**src/logic/pebc_pkg.sv**
```systemverilog
package pebc_pkg;

  typedef enum logic [2:0] {
    PEBC_NORM_SINGLE,
    PEBC_NORM_EXP_NARROW,
    PEBC_NORM_EXP_WIDE,
    PEBC_SPEC_SINGLE,
    PEBC_SPEC_EXP_NARROW,
    PEBC_SPEC_EXP_WIDE,
    PEBC_PERIPHERAL
  } pebc_mode_t;

  // Register offsets
  localparam logic [7:0] OFS_DIR   = 8'h09;
  localparam logic [7:0] OFS_FSEL  = 8'h0a;
  localparam logic [7:0] OFS_PULL  = 8'h0c;
  localparam logic [7:0] OFS_DRIVE = 8'h0d;

  // Implemented bits
  localparam logic [7:0] DIR_MASK   = 8'hfc;
  localparam logic [7:0] FSEL_MASK  = 8'hbc;
  localparam logic [7:0] PULL_MASK  = 8'h13;
  localparam logic [7:0] DRIVE_MASK = 8'h0b;

  // Function select fields
  localparam int FS_NO_DATA_ENABLE_BIT  = 7;
  localparam int FS_PIPE_OUTPUT_ENABLE = 5;
  localparam int FS_NO_E_CLOCK_BIT = 4;
  localparam int FS_LOW_STROBE_ENABLE = 3;
  localparam int FS_READ_WRITE_ENABLE  = 2;
  localparam logic [7:0] FS_ONCE_MASK = 8'h2c;

  // Pull-up and drive fields
  localparam int PU_PE = 4;
  localparam int PU_PB = 1;
  localparam int PU_PA = 0;
  localparam int RD_PE = 3;
  localparam int RD_PB = 1;
  localparam int RD_PA = 0;

  // Port E pins
  localparam int PIN_DBE   = 7;
  localparam int PIN_PIPE1 = 6;
  localparam int PIN_PIPE0 = 5;
  localparam int PIN_ECLK  = 4;
  localparam int PIN_STRB  = 3;
  localparam int PIN_RW    = 2;
  localparam logic [7:0] PE_PULL_SW     = 8'h8d;
  localparam logic [7:0] PE_PULL_ALWAYS = 8'h02;
  localparam logic [7:0] PE_OUT_CAPABLE = 8'hfc;

  // Mode dependent reset values of the function select register
  localparam logic [7:0] FSEL_RST_SINGLE = 8'h90;
  localparam logic [7:0] FSEL_RST_SPEC   = 8'h2c;
  localparam logic [7:0] FSEL_RST_EXP    = 8'h00;
  localparam logic [7:0] REG_ZERO        = 8'h00;

endpackage : pebc_pkg

```
**src/logic/pebc_port_ctrl.sv**
```systemverilog
module pebc_port_ctrl (
  input  wire logic               sys_clk,
  input  wire logic               rst_n,
  input  wire pebc_pkg::pebc_mode_t op_mode,
  input  wire logic               emulate_port_e_bit,
  input  wire logic               internal_visibility_bit,
  input  wire logic               e_stretch_bit,
  input  wire logic               tagging_active,
  input  wire logic               e_clock_level,
  input  wire logic [7:0]         pe_pin_in,
  input  wire logic [7:0]         pa_dir,
  input  wire logic [7:0]         pb_dir,
  input  wire logic [7:0]         reg_addr,
  input  wire logic [15:0]        reg_wdata,
  input  wire logic               reg_wr,
  input  wire logic               reg_wr_wide,
  input  wire logic               reg_rd,
  output logic      [7:0]         reg_rdata,
  output logic                    reg_external,
  output logic                    mode_wr,
  output logic      [7:0]         mode_wdata,
  output logic      [7:0]         pe_out_en,
  output logic      [7:0]         pe_alt_en,
  output logic      [7:0]         pe_pullup,
  output logic      [7:0]         pa_pullup,
  output logic      [7:0]         pb_pullup,
  output logic                    port_e_reduced_drive,
  output logic                    port_b_reduced_drive,
  output logic                    port_a_reduced_drive,
  output logic      [7:0]         pe_pin_level,
  output logic                    low_byte_tag_input
);
  import pebc_pkg::*;

  function automatic logic is_single(input pebc_mode_t m);
    return (m == PEBC_NORM_SINGLE) || (m == PEBC_SPEC_SINGLE);
  endfunction : is_single

  function automatic logic is_special(input pebc_mode_t m);
    return (m == PEBC_SPEC_SINGLE) || (m == PEBC_SPEC_EXP_NARROW) ||
           (m == PEBC_SPEC_EXP_WIDE);
  endfunction : is_special

  function automatic logic is_expanded(input pebc_mode_t m);
    return (m == PEBC_NORM_EXP_NARROW) || (m == PEBC_NORM_EXP_WIDE) ||
           (m == PEBC_SPEC_EXP_NARROW) || (m == PEBC_SPEC_EXP_WIDE);
  endfunction : is_expanded

  function automatic logic hit(input logic [7:0] a, input logic [7:0] ofs,
                               input logic present);
    return present && (a == ofs);
  endfunction : hit

  function automatic logic [7:0] fsel_reset(input pebc_mode_t m);
    logic [7:0] v;
    v = FSEL_RST_EXP;
    if (is_single(m) && !is_special(m)) begin
      v = FSEL_RST_SINGLE;
    end else if (m == PEBC_PERIPHERAL) begin
      v = FSEL_RST_SINGLE;
    end else if (is_special(m)) begin
      v = FSEL_RST_SPEC;
    end
    return v;
  endfunction : fsel_reset

  logic [7:0] port_e_direction;
  logic [7:0] port_e_function_select;
  logic [7:0] pullup_control;
  logic [7:0] output_drive_reduction;
  logic       init_done;
  logic       fsel_seen;
  logic       drive_seen;
  logic [7:0] pe_sync1;
  logic       e_prev;

  logic       periph;
  logic       single;
  logic       special;
  logic       expanded;
  logic       dir_present;
  logic       map_present;
  logic [7:0] wbyte;
  logic       dir_wr;
  logic       fsel_wr;
  logic       pull_wr;
  logic       drive_wr;
  logic       once_ok;
  logic       no_e_clock_bit_ok;

  assign periph   = (op_mode == PEBC_PERIPHERAL);
  assign single   = is_single(op_mode);
  assign special  = is_special(op_mode);
  assign expanded = is_expanded(op_mode);
  // Emulation puts the direction register on the external bus instead
  assign dir_present = !periph && !(expanded && emulate_port_e_bit);
  assign map_present = !periph;
  assign wbyte    = reg_wr_wide ? reg_wdata[15:8] : reg_wdata[7:0];
  assign dir_wr   = reg_wr && init_done && hit(reg_addr, OFS_DIR, dir_present);
  assign fsel_wr  = reg_wr && init_done && hit(reg_addr, OFS_FSEL, map_present);
  assign pull_wr  = reg_wr && init_done && hit(reg_addr, OFS_PULL, map_present);
  assign drive_wr = reg_wr && init_done && hit(reg_addr, OFS_DRIVE, map_present);
  // Normal: first write only; special: every write but the first
  assign once_ok  = special ? fsel_seen : !fsel_seen;
  assign no_e_clock_bit_ok = (op_mode == PEBC_SPEC_SINGLE) ||
                    ((op_mode == PEBC_NORM_SINGLE) && !fsel_seen);

  // Mode pins are only trusted once reset has released
  always_ff @(posedge sys_clk or negedge rst_n) begin
    if (!rst_n) begin
      init_done <= 1'b0;
    end else begin
      init_done <= 1'b1;
    end
  end

  always_ff @(posedge sys_clk or negedge rst_n) begin
    if (!rst_n) begin
      port_e_direction <= REG_ZERO;
    end else if (dir_wr) begin
      port_e_direction <= wbyte & DIR_MASK;
    end
  end

  always_ff @(posedge sys_clk or negedge rst_n) begin
    if (!rst_n) begin
      port_e_function_select <= REG_ZERO;
      fsel_seen              <= 1'b0;
    end else if (!init_done) begin
      port_e_function_select <= fsel_reset(op_mode);
    end else begin
      if (fsel_wr) begin
        fsel_seen <= 1'b1;
        port_e_function_select[FS_NO_DATA_ENABLE_BIT] <= wbyte[FS_NO_DATA_ENABLE_BIT];
        if (once_ok) begin
          port_e_function_select[FS_PIPE_OUTPUT_ENABLE] <= wbyte[FS_PIPE_OUTPUT_ENABLE];
          port_e_function_select[FS_LOW_STROBE_ENABLE] <= wbyte[FS_LOW_STROBE_ENABLE];
          port_e_function_select[FS_READ_WRITE_ENABLE]  <= wbyte[FS_READ_WRITE_ENABLE];
        end
        if (no_e_clock_bit_ok) begin
          port_e_function_select[FS_NO_E_CLOCK_BIT] <= wbyte[FS_NO_E_CLOCK_BIT];
        end
      end
      if (expanded) begin
        port_e_function_select[FS_NO_E_CLOCK_BIT] <= 1'b0;
      end
    end
  end

  // Low byte of a wide write goes to the neighbouring mode register
  always_ff @(posedge sys_clk or negedge rst_n) begin
    if (!rst_n) begin
      mode_wr    <= 1'b0;
      mode_wdata <= REG_ZERO;
    end else begin
      mode_wr <= fsel_wr && reg_wr_wide;
      if (fsel_wr && reg_wr_wide) begin
        mode_wdata <= reg_wdata[7:0];
      end
    end
  end

  always_ff @(posedge sys_clk or negedge rst_n) begin
    if (!rst_n) begin
      pullup_control <= REG_ZERO;
    end else if (pull_wr) begin
      pullup_control <= wbyte & PULL_MASK;
    end
  end

  always_ff @(posedge sys_clk or negedge rst_n) begin
    if (!rst_n) begin
      output_drive_reduction <= REG_ZERO;
      drive_seen             <= 1'b0;
    end else if (drive_wr) begin
      drive_seen <= 1'b1;
      if (special ? drive_seen : !drive_seen) begin
        output_drive_reduction <= wbyte & DRIVE_MASK;
      end
    end
  end

  always_ff @(posedge sys_clk or negedge rst_n) begin
    if (!rst_n) begin
      reg_rdata    <= REG_ZERO;
      reg_external <= 1'b0;
    end else begin
      reg_rdata <= REG_ZERO;
      if (reg_rd) begin
        if (hit(reg_addr, OFS_DIR, dir_present)) begin
          reg_rdata <= port_e_direction;
        end else if (hit(reg_addr, OFS_FSEL, map_present)) begin
          reg_rdata <= port_e_function_select & FSEL_MASK;
        end else if (hit(reg_addr, OFS_PULL, map_present)) begin
          reg_rdata <= pullup_control;
        end else if (hit(reg_addr, OFS_DRIVE, map_present)) begin
          reg_rdata <= output_drive_reduction;
        end
      end
      // Flags a hole in the on-chip map so the access is sent off chip
      reg_external <= (reg_rd || reg_wr) &&
                      (((reg_addr == OFS_DIR) && !dir_present) ||
                       (((reg_addr == OFS_FSEL) || (reg_addr == OFS_PULL) ||
                         (reg_addr == OFS_DRIVE)) && periph));
    end
  end

  // Pin function decode
  logic [7:0] next_alt;
  logic [7:0] next_oe;
  logic       eclk_on;
  logic       strb_on;

  assign eclk_on = single ? (!port_e_function_select[FS_NO_E_CLOCK_BIT] &&
                             (internal_visibility_bit || !e_stretch_bit))
                          : 1'b1;
  assign strb_on = port_e_function_select[FS_LOW_STROBE_ENABLE] && !single &&
                   (op_mode != PEBC_NORM_EXP_NARROW);

  always_comb begin
    next_alt            = REG_ZERO;
    next_alt[PIN_DBE]   = !port_e_function_select[FS_NO_DATA_ENABLE_BIT];
    next_alt[PIN_PIPE1] = port_e_function_select[FS_PIPE_OUTPUT_ENABLE] && !single;
    next_alt[PIN_PIPE0] = port_e_function_select[FS_PIPE_OUTPUT_ENABLE] && !single;
    next_alt[PIN_ECLK]  = eclk_on;
    next_alt[PIN_STRB]  = strb_on;
    next_alt[PIN_RW]    = port_e_function_select[FS_READ_WRITE_ENABLE] && !single;
  end

  // Every alternate function here is an output, so selection forces drive
  assign next_oe = (next_alt | port_e_direction) & PE_OUT_CAPABLE;

  // Held at zero until the mode reset value is loaded, so no pin drives early
  always_ff @(posedge sys_clk or negedge rst_n) begin
    if (!rst_n) begin
      pe_alt_en <= REG_ZERO;
      pe_out_en <= REG_ZERO;
    end else if (init_done) begin
      pe_alt_en <= next_alt & PE_OUT_CAPABLE;
      pe_out_en <= next_oe;
    end
  end

  // Port A and B carry address/data in every mode but single-chip
  genvar gi;
  generate
    for (gi = 0; gi < 8; gi++) begin : g_pull
      always_ff @(posedge sys_clk or negedge rst_n) begin
        if (!rst_n) begin
          pe_pullup[gi] <= 1'b0;
          pa_pullup[gi] <= 1'b0;
          pb_pullup[gi] <= 1'b0;
        end else begin
          pe_pullup[gi] <= PE_PULL_ALWAYS[gi] ||
                           (PE_PULL_SW[gi] && pullup_control[PU_PE] && !next_oe[gi]);
          pa_pullup[gi] <= pullup_control[PU_PA] && single && !pa_dir[gi];
          pb_pullup[gi] <= pullup_control[PU_PB] && single && !pb_dir[gi];
        end
      end
    end
  endgenerate

  always_ff @(posedge sys_clk or negedge rst_n) begin
    if (!rst_n) begin
      port_e_reduced_drive <= 1'b0;
      port_b_reduced_drive <= 1'b0;
      port_a_reduced_drive <= 1'b0;
    end else begin
      port_e_reduced_drive <= output_drive_reduction[RD_PE];
      port_b_reduced_drive <= output_drive_reduction[RD_PB];
      port_a_reduced_drive <= output_drive_reduction[RD_PA];
    end
  end

  // Pins are asynchronous to the bus clock
  always_ff @(posedge sys_clk or negedge rst_n) begin
    if (!rst_n) begin
      pe_sync1     <= REG_ZERO;
      pe_pin_level <= REG_ZERO;
    end else begin
      pe_sync1     <= pe_pin_in;
      pe_pin_level <= pe_sync1;
    end
  end

  // Tag sampling sees the pin two clocks late; fine while E is slow
  always_ff @(posedge sys_clk or negedge rst_n) begin
    if (!rst_n) begin
      e_prev             <= 1'b0;
      low_byte_tag_input <= 1'b0;
    end else begin
      e_prev             <= e_clock_level;
      low_byte_tag_input <= e_prev && !e_clock_level && !pe_pin_level[PIN_STRB] &&
                            tagging_active && expanded && special &&
                            port_e_function_select[FS_LOW_STROBE_ENABLE];
    end
  end
endmodule : pebc_port_ctrl

```
**config.mk**
```make
export PLATFORM = sky130hd
export DESIGN_NAME = pebc_port_ctrl
export DESIGN_NICKNAME = d
export VERILOG_FILES = /design/src/logic/pebc_pkg.sv /design/src/logic/pebc_port_ctrl.sv
export SDC_FILE = /design/constraint.sdc
export NUM_CORES = 1
export LEC_CHECK = 0
export BUFFER_PORTS_ARGS = -buffer_cell sky130_fd_sc_hd__buf_2
export CORE_MARGIN = 8
export CORE_UTILIZATION = 25
export CTS_CLUSTER_DIAMETER = 80
export DETAILED_ROUTE_END_ITERATION = 7
export SYNTH_ARGS = -nofsm -noshare
export SYNTH_HDL_FRONTEND = slang
export SYNTH_SLANG_ARGS = --single-unit
```
**constraint.sdc**
```tcl
create_clock -name sys_clk -period 1.7 [get_ports sys_clk]
set_clock_uncertainty 0.2 [all_clocks]
set_input_delay 0.425 -clock sys_clk [delete_from_list [all_inputs] [get_ports sys_clk]]
set_output_delay 0.425 -clock sys_clk [all_outputs]
set_load 0.02 [all_outputs]
```
Word-level counts from Yosys, hierarchy flattened
Index checks and enable logic that the tools add are counted.

Reductions and logical operators: 97. Bitwise operators: 1. Equality and inequality tests: 15. Muxes and demuxes: 20.

Operator list (number): logical AND 1 bit (49); two-way mux 8 bit (6); equality test 8 x 4 -> 1 bit (second input constant) (4); logical NOT 1 bit (31); logical OR 1 bit (12); two-way mux 4 bit (3); equality test 3 bit (second input constant) (3); != test 3 x 1 -> 1 bit (second input constant) (3); two-way mux 1 bit (8); bitwise OR 8 bit (1); AND reduction 2 bit (4); equality test 3 x 2 -> 1 bit (second input constant) (2); two-way mux 6 bit (1); two-way mux 5 bit (1); != test 2 x 1 -> 1 bit (second input constant) (2); equality test 3 x 1 -> 1 bit (second input constant) (1); logical NOT 3 bit (1); two-way mux 2 bit (1).

Bits of input ports: 61. Register bits after elaboration: 91. Logic and storage cells: 175. Output and inout port bits: 70.

Logic depth before layout (Yosys ltp)
Gate-level depths: netlist of run 1.

Word-level depth: 11. Depth in mapped cells: 7. Mapped depth without buffers: 5.

Worst setup path after synthesis of run 1
OpenSTA, ideal clock, no wires.

Kind: input port to flip-flop. From: input port op_mode[2]. To: register pullup_control[0]. Setup slack: -349 ps. Required time: 1375 ps. Buffers on the path: 1. Arrival time: 1724 ps. Setup time: 125 ps. Stages: 5. Cell sequence: buf_2 -> and3b_4 -> nand4b_4 -> or4_4 -> mux2_4.

Longest elaborated chain between the ends: 4.

Ends and longest elaborated chain: start: declaration (RTL line pebc_port_ctrl.sv:4) `input wire pebc_pkg::pebc_mode_t op_mode,`; equality test 3 bit (RTL line pebc_port_ctrl.sv:91) `assign periph = (op_mode == PEBC_PERIPHERAL);`; logical NOT 1 bit (RTL line pebc_port_ctrl.sv:97) `assign map_present = !periph;`; logical AND 1 bit (RTL line pebc_port_ctrl.sv:51) `return present && (a == ofs);`; logical AND 1 bit (RTL line pebc_port_ctrl.sv:101) `assign pull_wr = reg_wr && init_done && hit(reg_addr, OFS_PULL, map_present);`; end signal: assignment (RTL line pebc_port_ctrl.sv:167) `pullup_control <= wbyte & PULL_MASK;`; end: declaration (RTL line pebc_port_ctrl.sv:69) `logic [7:0] pullup_control;`.

Every way passes these cells. A chain may end at the register's enable or synchronous reset.

==> results of run 1 <==
## logic make-up after synthesis
| group | after synthesis | share of synthesized area [%] |
|---|---|---|
| AND/OR/NAND/NOR | 105 | 15.8 |
| flip-flops | 90 | 62.0 |
| AO/OA/AOI/OAI | 44 | 8.10 |
| multiplexers | 30 | 9.37 |
| buffers and inverters | 28 | 4.03 |
| XOR/XNOR | 2 | 0.482 |
| other | 2 | 0.207 |
## cells in the final DEF, fill, tap and decap left out, drive strengths merged, types with 2 or more instances in the layout
cell type,Yosys,layout
and2,7,7
and3b,2,2
o211ai,3,3
mux2i,7,7
xor2,2,2
nand2b,7,7
inv,8,8
nand3,3,3
clkbuf,4,11
conb,2,8
a21oi,18,18
nor2b,10,10
a41oi,3,3
nor2,42,42
nand2,15,15
buf,16,163
dfrtp,90,90
or2,2,2
and3,2,2
o21ai,4,4
a22oi,2,2
nand4,5,6
mux2,23,23
clkinv,0,4
o41ai,3,3
dlygate4sd3,0,10
a32oi,3,3
## worst max path at each step
stage	startpoint	depth (start not counted)	slack, ns	endpoint
after global placement	op_mode[1]	7	-0.41	reg_external
after global routing	pe_pullup[1]	7	-0.12	port_e_function_select[5]
final	pe_pullup[1]	4	-0.07	pullup_control[0]
after detailed placement	op_mode[1]	7	-0.41	reg_external
after CTS	pe_pullup[1]	4	-0.08	pullup_control[0]
after floorplan	op_mode[2]	5	-0.31	pullup_control[0]
## what timing repair did
| item | CTS | global route |
|---|---|---|
| endpoints found under the setup margin | 15 | 31 |
| hold endpoints to repair | 25 | 0 |
| resized for setup | 11 | 6 |
| hold buffers | 10 | 0 |
| pin swaps | 1 | 2 |
| cloned | 0 | 1 |
## flip-flops by register name (all words and copies together) (netlist names), 3 cells and up
signal / flops
port_e_direction: 6
pa_pullup: 8
mode_wdata: 8
port_e_function_select: 5
pe_pin_level: 8
output_drive_reduction: 3
pe_pullup: 5
reg_rdata: 8
pe_alt_en: 5
pb_pullup: 8
pullup_control: 3
pe_sync1: 8
pe_out_en: 6
## per-stage QoR
stage | hold WS (ns) | instance area (µm²) | std cells | setup TNS [ns] | utilization (%)
floorplan | -0.0706 | 3690 | 307 | -3.61 | -
finish | 0.0275 | 5220 | 661 | -0.256 | 36.3
global route | 0.00781 | 5220 | 661 | -1.65 | 36.3
global placement | 0.130 | 4730 | 634 | -16.18 | 32.9
detailed placement | 0.131 | 4730 | 634 | -17.66 | 32.9
CTS | 0.00667 | 5170 | 660 | -0.242 | 36.0
## Yosys cell counts, drive strengths merged (2+ instances only)
cell,count,area [µm²]
a21oi,18,90.1
a22oi,2,15.0
a32oi,3,26.3
a41oi,3,26.3
and2,7,43.8
and3,2,12.5
and3b,2,21.3
buf,16,101
clkbuf,4,15.0
conb,2,7.51
dfrtp,90,2250
inv,8,30.0
mux2,23,270
mux2i,7,70.1
nand2,15,56.3
nand2b,7,43.8
nand3,3,15.0
nand4,5,37.5
nor2,42,160
nor2b,10,62.6
o211ai,3,22.5
o21ai,4,20.0
o41ai,3,26.3
or2,2,12.5
xor2,2,17.5
## area by class of cell
| class | count | area share [%] |
|---|---|---|
| Clock buffer | 11 | 4.85 |
| Clock inverter | 5 | 0.744 |
| Inverter | 8 | 0.576 |
| Multi-Input combinational cell | 190 | 25.8 |
| Sequential cell | 90 | 43.2 |
| Tap cell | 184 | 4.41 |
| Timing Repair Buffer | 173 | 20.4 |
## critical path: stages (launching register included)
cell	delay, ns
dfrtp_1	0.39
and2_4	0.17
nand4b_4	0.12
or4_4	0.47
mux2_4	0.31
## metal layers
metal / up-vias / GRT usage (%) / part of all wire [%]
li1: 1367 / - / -
met1: 1401 / 13.5 / 42
met2: 82 / 19.7 / 50
met3: 15 / 3.85 / 6.7
met4: 2 / 4.39 / 1.4
met5: - / 0 / 0.075
## where the power goes
part           internal, mW  leakage [nW]  total (mW)  switching, mW
registers              2.23          1.18        2.29         0.0604
clock network          1.07         0.142        1.90          0.827
logic                 0.275          1.41       0.621          0.346
==> impl_metrics.toml, run 1 <==
[floorplanning]
rows = 44
die_x_um = 137
die_area_um2 = 18600
start_util_pct = 25.3
ios = 131
core_area_um2 = 14400
die_h_um = 137

[drt]
drc_errors = 0
wl_per_cell_um = 16.2
firstDrtPassIters = 4
viasPerCell = 4.34
ant_nets = 0
wl_um = 10700
vias = 2867
drt_first_iter_violations = 111

[global_routing]
overflow = 0
grt_usage_pct = 11.7
grt_pass1_vias = 3120
antenna_found_initial = 1
grt_pass1_wl_um = 16500
grt_max_degree = 44

[clock_tree]
cts_buffer_depth = 2
cts_setup_buffers = 0
cts.htree.levels = 3
cts_root_buffer = "clkbuf_16"
cts_tree = "yes"
clk-insertion-delay-late_ns = 0.34
cts_buffers = 9
cts_sinks = 90
clkTransAtPathRegs_ns = 0.06

[final_layout]
drive_gt1_share_pct = 47.0
fin_nets = 533
nFillCells = 1455
seq_area_um2 = 2250
multi_input_area_um2 = 1350
area_growth_pct = 43.6
antenna_cells = 0

[power]
power.density_nw_per_um2 = 922
p_total_mw = 4.81
p_leak_nw = 2.73
max-vdd-ir-drop_uv = 449

[synth]
ys_async_sr_fraction_pct = 100
synth_top_flop_cell = "dfrtp_1"
netlist_area_um2 = 3630
synth_cells = 301
yosysUniqueCellTypes = 49
yosys_warnings = 0
ys_seq_elements = 90
ys_seq_area_share_pct = 62.0
synth.avg_cell_area_um2 = 12.1
synth_edf_count = 0

[sta]
drv_slew = 0
period_minus_slack_ns = 1.77
hold_viol = 0
fin_crit_sh_pct = 104
fmaxAchievable_mhz = 564
setup-violations-final = 10
fin_ws_ns = -0.0716
rsz0062_at_grt = "true"

[place]
port_buffers = 123
pre_cts_ws_ns = -0.413
hpwl_um = 8130
gp_congestion = 0.852

[setup_path]
r2r-start = "pe_pullup[1]"
worstPathArrival_ns = 1.80
startpoint_type = "flip-flop"
worst_setup_path_end_kind = "flip-flop"
r2r-end = "pullup_control[0]"
reg2reg_depth = 4
critical_path_class = "flip-flop to flip-flop"
rrSetupSlack_ns = -0.07
required_ns = 1.73
cp_max_fo = 3

[worst_hold_path]
hold_path_end = "pb_pullup[6]"
hold_path.class = "input pin to flip-flop"
hold_depth = 2
hold_start = "pb_dir[6]"

[run_status]
status = "finished, violations left"
violations = "setup timing"

[run]
drv_cap = 0
(Power assumes the default switching activity.)
==> run 2, diff against run 1 <==
- CORE_ASPECT_RATIO: unset -> 0.5
==> run 2 against run 1 <==
Effect of this change: the run still ends with setup timing left; hold slack got worse by 0.020 ns; critical path depth fell by 1; combinational power about the same; routed wire length is 5.0% lower; cell count is 1.8% higher; sequential share of layout area fell by 0.14 points; clock power about the same; die area increased by 1.3%; global-route usage down 0.71 points; critical path type is now flip-flop to output port.
==> impl_metrics.toml, run 2 (synthesis results as in run 1) <==
[run_status]
status = "finished, violations left"
violations = "setup timing"

[sta]
period_minus_slack_ns = 1.82
fin_crit_sh_pct = 107
hold_viol = 0
drv_slew = 0
fmaxAchievable_mhz = 549
rsz0062_at_grt = "true"
setup-violations-final = 4
tns_ns = -0.435
fin_ws_ns = -0.122

[worst_hold_path]
hold_path_end = "e_prev"
hold_start = "e_clock_level"
hold_depth = 1
hold_path.class = "input pin to flip-flop"

[drt]
ant_nets = 0
wl_per_cell_um = 15.1
drc_errors = 0
drt_first_iter_violations = 128
firstDrtPassIters = 4
vias = 2819
viasPerCell = 4.19
wl_um = 10200

[clock_tree]
cts_sinks = 90
cts_root_buffer = "clkbuf_16"
cts_buffers = 9
cts_buffer_depth = 2
clk-insertion-delay-late_ns = 0.34
cts_tree = "yes"
clkTransAtPathRegs_ns = 0.07
cts.htree.levels = 3

[global_routing]
grt_pass1_vias = 3115
overflow = 0
antenna_found_initial = 1
grt_pass1_wl_um = 16400
met2_usage_pct = 21.1
grt_max_degree = 38
met1_usage_pct = 11.7
grt_usage_pct = 10.9
gr-max-usage-layer = "met2"
use_met3_pct = 2.92

[floorplanning]
die_h_um = 101
die_area_um2 = 18900
start_util_pct = 25.4
die_x_um = 186
rows = 31
core_area_um2 = 14300
ios = 131

[setup_path]
startpoint_type = "flip-flop"
rrSetupSlack_ns = -0.11
path_delay_family = "buffers and inverters"
required_ns = 1.07
r2r-start = "pe_pullup[1]"
critical_path_class = "flip-flop to output port"
slowest_delay_ns = 0.40
worstPathCellList = "buf_4 > buf_12 > buf_8"
worst_setup_path_end_kind = "output port"
cp_max_fo = 32
r2r-end = "pullup_control[0]"
worstPathArrival_ns = 1.20
reg2reg_depth = 4
slowest_stage = "dfrtp_1"
path_buf_inv = 3

[power]
power.density_nw_per_um2 = 917
max-vdd-ir-drop_uv = 430
p_leak_nw = 2.74
p_total_mw = 4.80

[final_layout]
antenna_cells = 0
drive_gt1_share_pct = 48.0
final_cell_mix = "121 x buf_2, 90 x dfrtp_1, 41 x nor2_1, 38 x buf_4, 20 x mux2_2"
final_area_um2 = 5230
layout_commonest_cell = "buf_2"
fin_nets = 531
area_growth_pct = 44.1

[place]
port_buffers = 123
gp_congestion = 0.859
dpl_cell_area_um2 = 4740
hpwl_um = 7860

[run]
drv_cap = 0
==> run 2: cell types whose count changed in the layout (fill, tap and decap cells not counted), sizes merged <==
cell,change
clkinvlp,-1
dlygate4sd3,-1
inv,+1
nand4,-1
==> run 2: worst reg2reg max path, stage by stage (launching register included) <==
cell      delay (ns)
dfrtp_1         0.37
and2_4          0.18
nand4b_4        0.10
or4_4           0.53
mux2_4          0.31
==> run 2: per-stage QoR <==
stage,setup WS [ns],hold slack (ns),std cells,util (%)
floorplan,-0.306,-0.0706,307,-
global placement,-0.345,0.124,647,33.1
detailed placement,-0.363,0.126,647,33.1
CTS,-0.106,0.000503,672,36.1
global route,-0.165,0.00319,673,36.6
finish,-0.122,0.00781,673,36.6
==> run 2: how the worst max path moves through the flow <==
stage	start	endpoint	cells after the start
3_3_place_gp	op_mode[0]	output_drive_reduction[1]	7
4_1_cts	pe_pullup[1]	pullup_control[0]	4
3_5_place_dp	reg_addr[5]	reg_external	6
2_1_floorplan	op_mode[2]	pullup_control[0]	5
5_1_grt	pe_pullup[1]	pullup_control[0]	4
6_report	pe_pullup[1]	pe_pullup[1]	3
==> run 2: layout make-up <==
cell class | instances | area [µm²]
Multi-Input combinational cell | 189 | 1360
Inverter | 8 | 30.0
Tap cell | 198 | 248
Clock buffer | 11 | 253
Clock inverter | 5 | 36.3
Fill cell | 1437 | 9080
Sequential cell | 90 | 2250
Timing Repair Buffer | 172 | 1060
==> run 2: repair_timing <==
action	in CTS	in global routing
pin swaps	1	4
hold endpoints to repair	25	0
gates resized for setup	11	11
hold buffers	9	0
buffers inserted	0	1
gates cloned	0	0
setup endpoints to repair	8	22
==> run 2: power by group <==
part / switching (mW) / internal (mW)
combinational: 0.346 / 0.273
clock: 0.820 / 1.08
sequential: 0.0579 / 2.23
==> run 2: routing by layer <==
layer	part of all wire (%)	vias to the layer above
li1	-	1355
met1	40	1401
met2	55	47
met3	3.1	14
met4	1.6	2
met5	0.13	-
==> run 3, diff against run 2 <==
- ABC_AREA: unset -> 1
==> run 3 against run 2 <==
Effect of this change: the flow now finishes without violations; clock power up 8%; cell count grew 12%; first-iteration DRC count is 7.8% higher; largest power group unchanged; die area rose by 0.42%; sequential cell count is the same; design area fell by 3.0%; combinational power decreased by 5.7%; largest cell class unchanged.
==> impl_metrics.toml, run 3 <==
[global_routing]
grt_pass1_vias = 3135
grt_usage_pct = 11.0
grt_max_degree = 88
grt_pass1_wl_um = 16400
antenna_found_initial = 0
overflow = 0

[clock_tree]
cts_buffer_depth = 2
cts_root_buffer = "clkbuf_16"
cts_sinks = 90
clkTransAtPathRegs_ns = 0.07
cts.htree.levels = 3
cts_tree = "yes"
cts_buffers = 9
clk-insertion-delay-late_ns = 0.34

[synth]
yosysUniqueCellTypes = 28
synth_edf_count = 0
yosysMostFrequentCell = "nand2_1"
ys_seq_area_share_pct = 61.7
yosys_warnings = 0
synth_cells = 394
synth_top_flop_cell = "dfrtp_1"
synth_top_area_cell = "dfrtp_1"
synth_commonest_cells = "107 x nand2_1, 90 x dfrtp_1, 46 x nor2_1"
ys_seq_elements = 90
yosys-top-cells-area = "dfrtp_1 62%, nand2_1 11%, nor2_1 4.7%"
synth_top_area_share_pct = 61.7
synth.avg_cell_area_um2 = 9.26
netlist_area_um2 = 3650
ys_async_sr_fraction_pct = 100

[setup_path]
required_ns = 1.07
worstSetupStartpoint = "pe_pullup[1]"
reg2reg_depth = 5
r2r-end = "drive_seen"
startpoint_type = "flip-flop"
worstPathArrival_ns = 1.05
worst_setup_path_end_kind = "output port"
cp-endpoint = "pe_pullup[1]"
r2r-start = "pe_pullup[1]"
cp_max_fo = 7
rrSetupSlack_ns = 0.16
critical_path_class = "flip-flop to output port"

[floorplanning]
die_h_um = 101
core_area_um2 = 14400
rows = 31
start_util_pct = 25.4
die_area_um2 = 19000
die_x_um = 187
ios = 131

[drt]
viasPerCell = 4.08
drt_first_iter_violations = 138
wl_per_cell_um = 13.5
ant_nets = 0
firstDrtPassIters = 4
wl_um = 10200
vias = 3092
drc_errors = 0

[final_layout]
final_cell_mix = "121 x buf_2, 107 x nand2_1, 89 x dfrtp_1, 46 x nor2_1, 39 x inv_1"
finalNonFillerCells = 757
area_growth_pct = 39.1
final_area_um2 = 5080
antenna_cells = 0
fin_nets = 615
layout_commonest_cell = "buf_2"
drive_gt1_share_pct = 34.5

[sta]
holdWs_ns = 0.0222
fmaxAchievable_mhz = 599
fin_ws_ns = 0.0293
period_minus_slack_ns = 1.67
fin_crit_sh_pct = 98.3
setup-violations-final = 0
drv_slew = 0
rsz0062_at_grt = "false"
hold_viol = 0

[power]
p_leak_nw = 2.76
p_total_mw = 4.92
max-vdd-ir-drop_uv = 478
power.density_nw_per_um2 = 969

[place]
hpwl_um = 8060
placedCellCount = 730
dpl_cell_area_um2 = 4650
pre_cts_ws_ns = -0.143
gp_congestion = 0.777
port_buffers = 123

[run_status]
status = "finished clean"

[run]
drv_cap = 0

[worst_hold_path]
hold_path.class = "input pin to flip-flop"
[run 3: changes by cell type in the layout (fill, tap and decap cells not counted), moves of 12 or more]
cell,delta
mux2_2,-20
o21ai_0,+16
nand2_1,+94
buf_4,-12
nand3_1,+20
inv_1,+31
[run 3: area by class of cell]
type | instances | area, µm²
inverter | 44 | 165
fill | 1521 | 9270
sequential | 90 | 2250
timing repair buffer | 160 | 952
tap | 198 | 248
clock buffer | 11 | 253
multi-input combinational | 249 | 1150
clock inverter | 5 | 60.1
[run 3: metrics by stage]
| stage | TNS (ns) | util, % |
|---|---|---|
| 4_1_cts | 0 | 35.4 |
| 6_report | 0 | 35.4 |
| 3_3_place_gp | -2.84 | 32.4 |
| 2_1_floorplan | 0 | - |
| 3_5_place_dp | -2.62 | 32.4 |
| 5_1_grt | 0 | 35.4 |
[run 3: repair_timing]
item	4_1_cts	5_1_grt
resized for setup	3	0
endpoints found under the setup margin	1	0
hold buffers	10	0
endpoints found under the hold margin	96	0
buffers inserted	1	0
[run 3: critical path, stage by stage, from the launching register on]
cell	delay, ns
dfrtp_2	0.41
buf_4	0.16
buf_6	0.13
[run 3: cells by family (layout without fill, tap and decap cells)]
| group | count (synthesis) | in the layout | share of synthesized area [%] |
|---|---|---|---|
| buffers and inverters | 61 | 220 | 7.51 |
| DFF | 90 | 90 | 61.7 |
| xor gates and xnor gates | 1 | 1 | 0.240 |
| and+or+nand+nor | 201 | 201 | 24.2 |
| AOI/OAI and AO/OA | 39 | 39 | 6.17 |
| other | 2 | 8 | 0.206 |
[run 3: how the worst min path moves through the flow]
stage	to	slack [ns]	cells after the start	from
after detailed placement	pe_sync1[1]	0.03	1	rst_n
after CTS	pa_pullup[5]	0.01	2	pa_dir[5]
after floorplan	drive_seen	-0.07	0	rst_n
after global routing	pa_pullup[2]	0.01	2	pa_dir[2]
after global placement	pe_sync1[1]	0.03	1	rst_n
final	pa_pullup[5]	0.02	2	pa_dir[5]
[run 3: per-layer routing]
metal  GRT usage (%)  wire length [µm]  up-vias
li1                -                 -     1537
met1            12.6              4290     1479
met2            19.5              5260       66
met3            3.68               509       10
met4            3.76               167        0
met5               0                 0        -
[run 3: power by group]
group          total (mW)  leakage (nW)  internal (mW)  switching [mW]
Combinational       0.584          1.47          0.216           0.368
Clock                2.05         0.152           1.22           0.822
Sequential           2.29          1.14           2.24          0.0498
Total                4.92          2.76           3.68            1.24
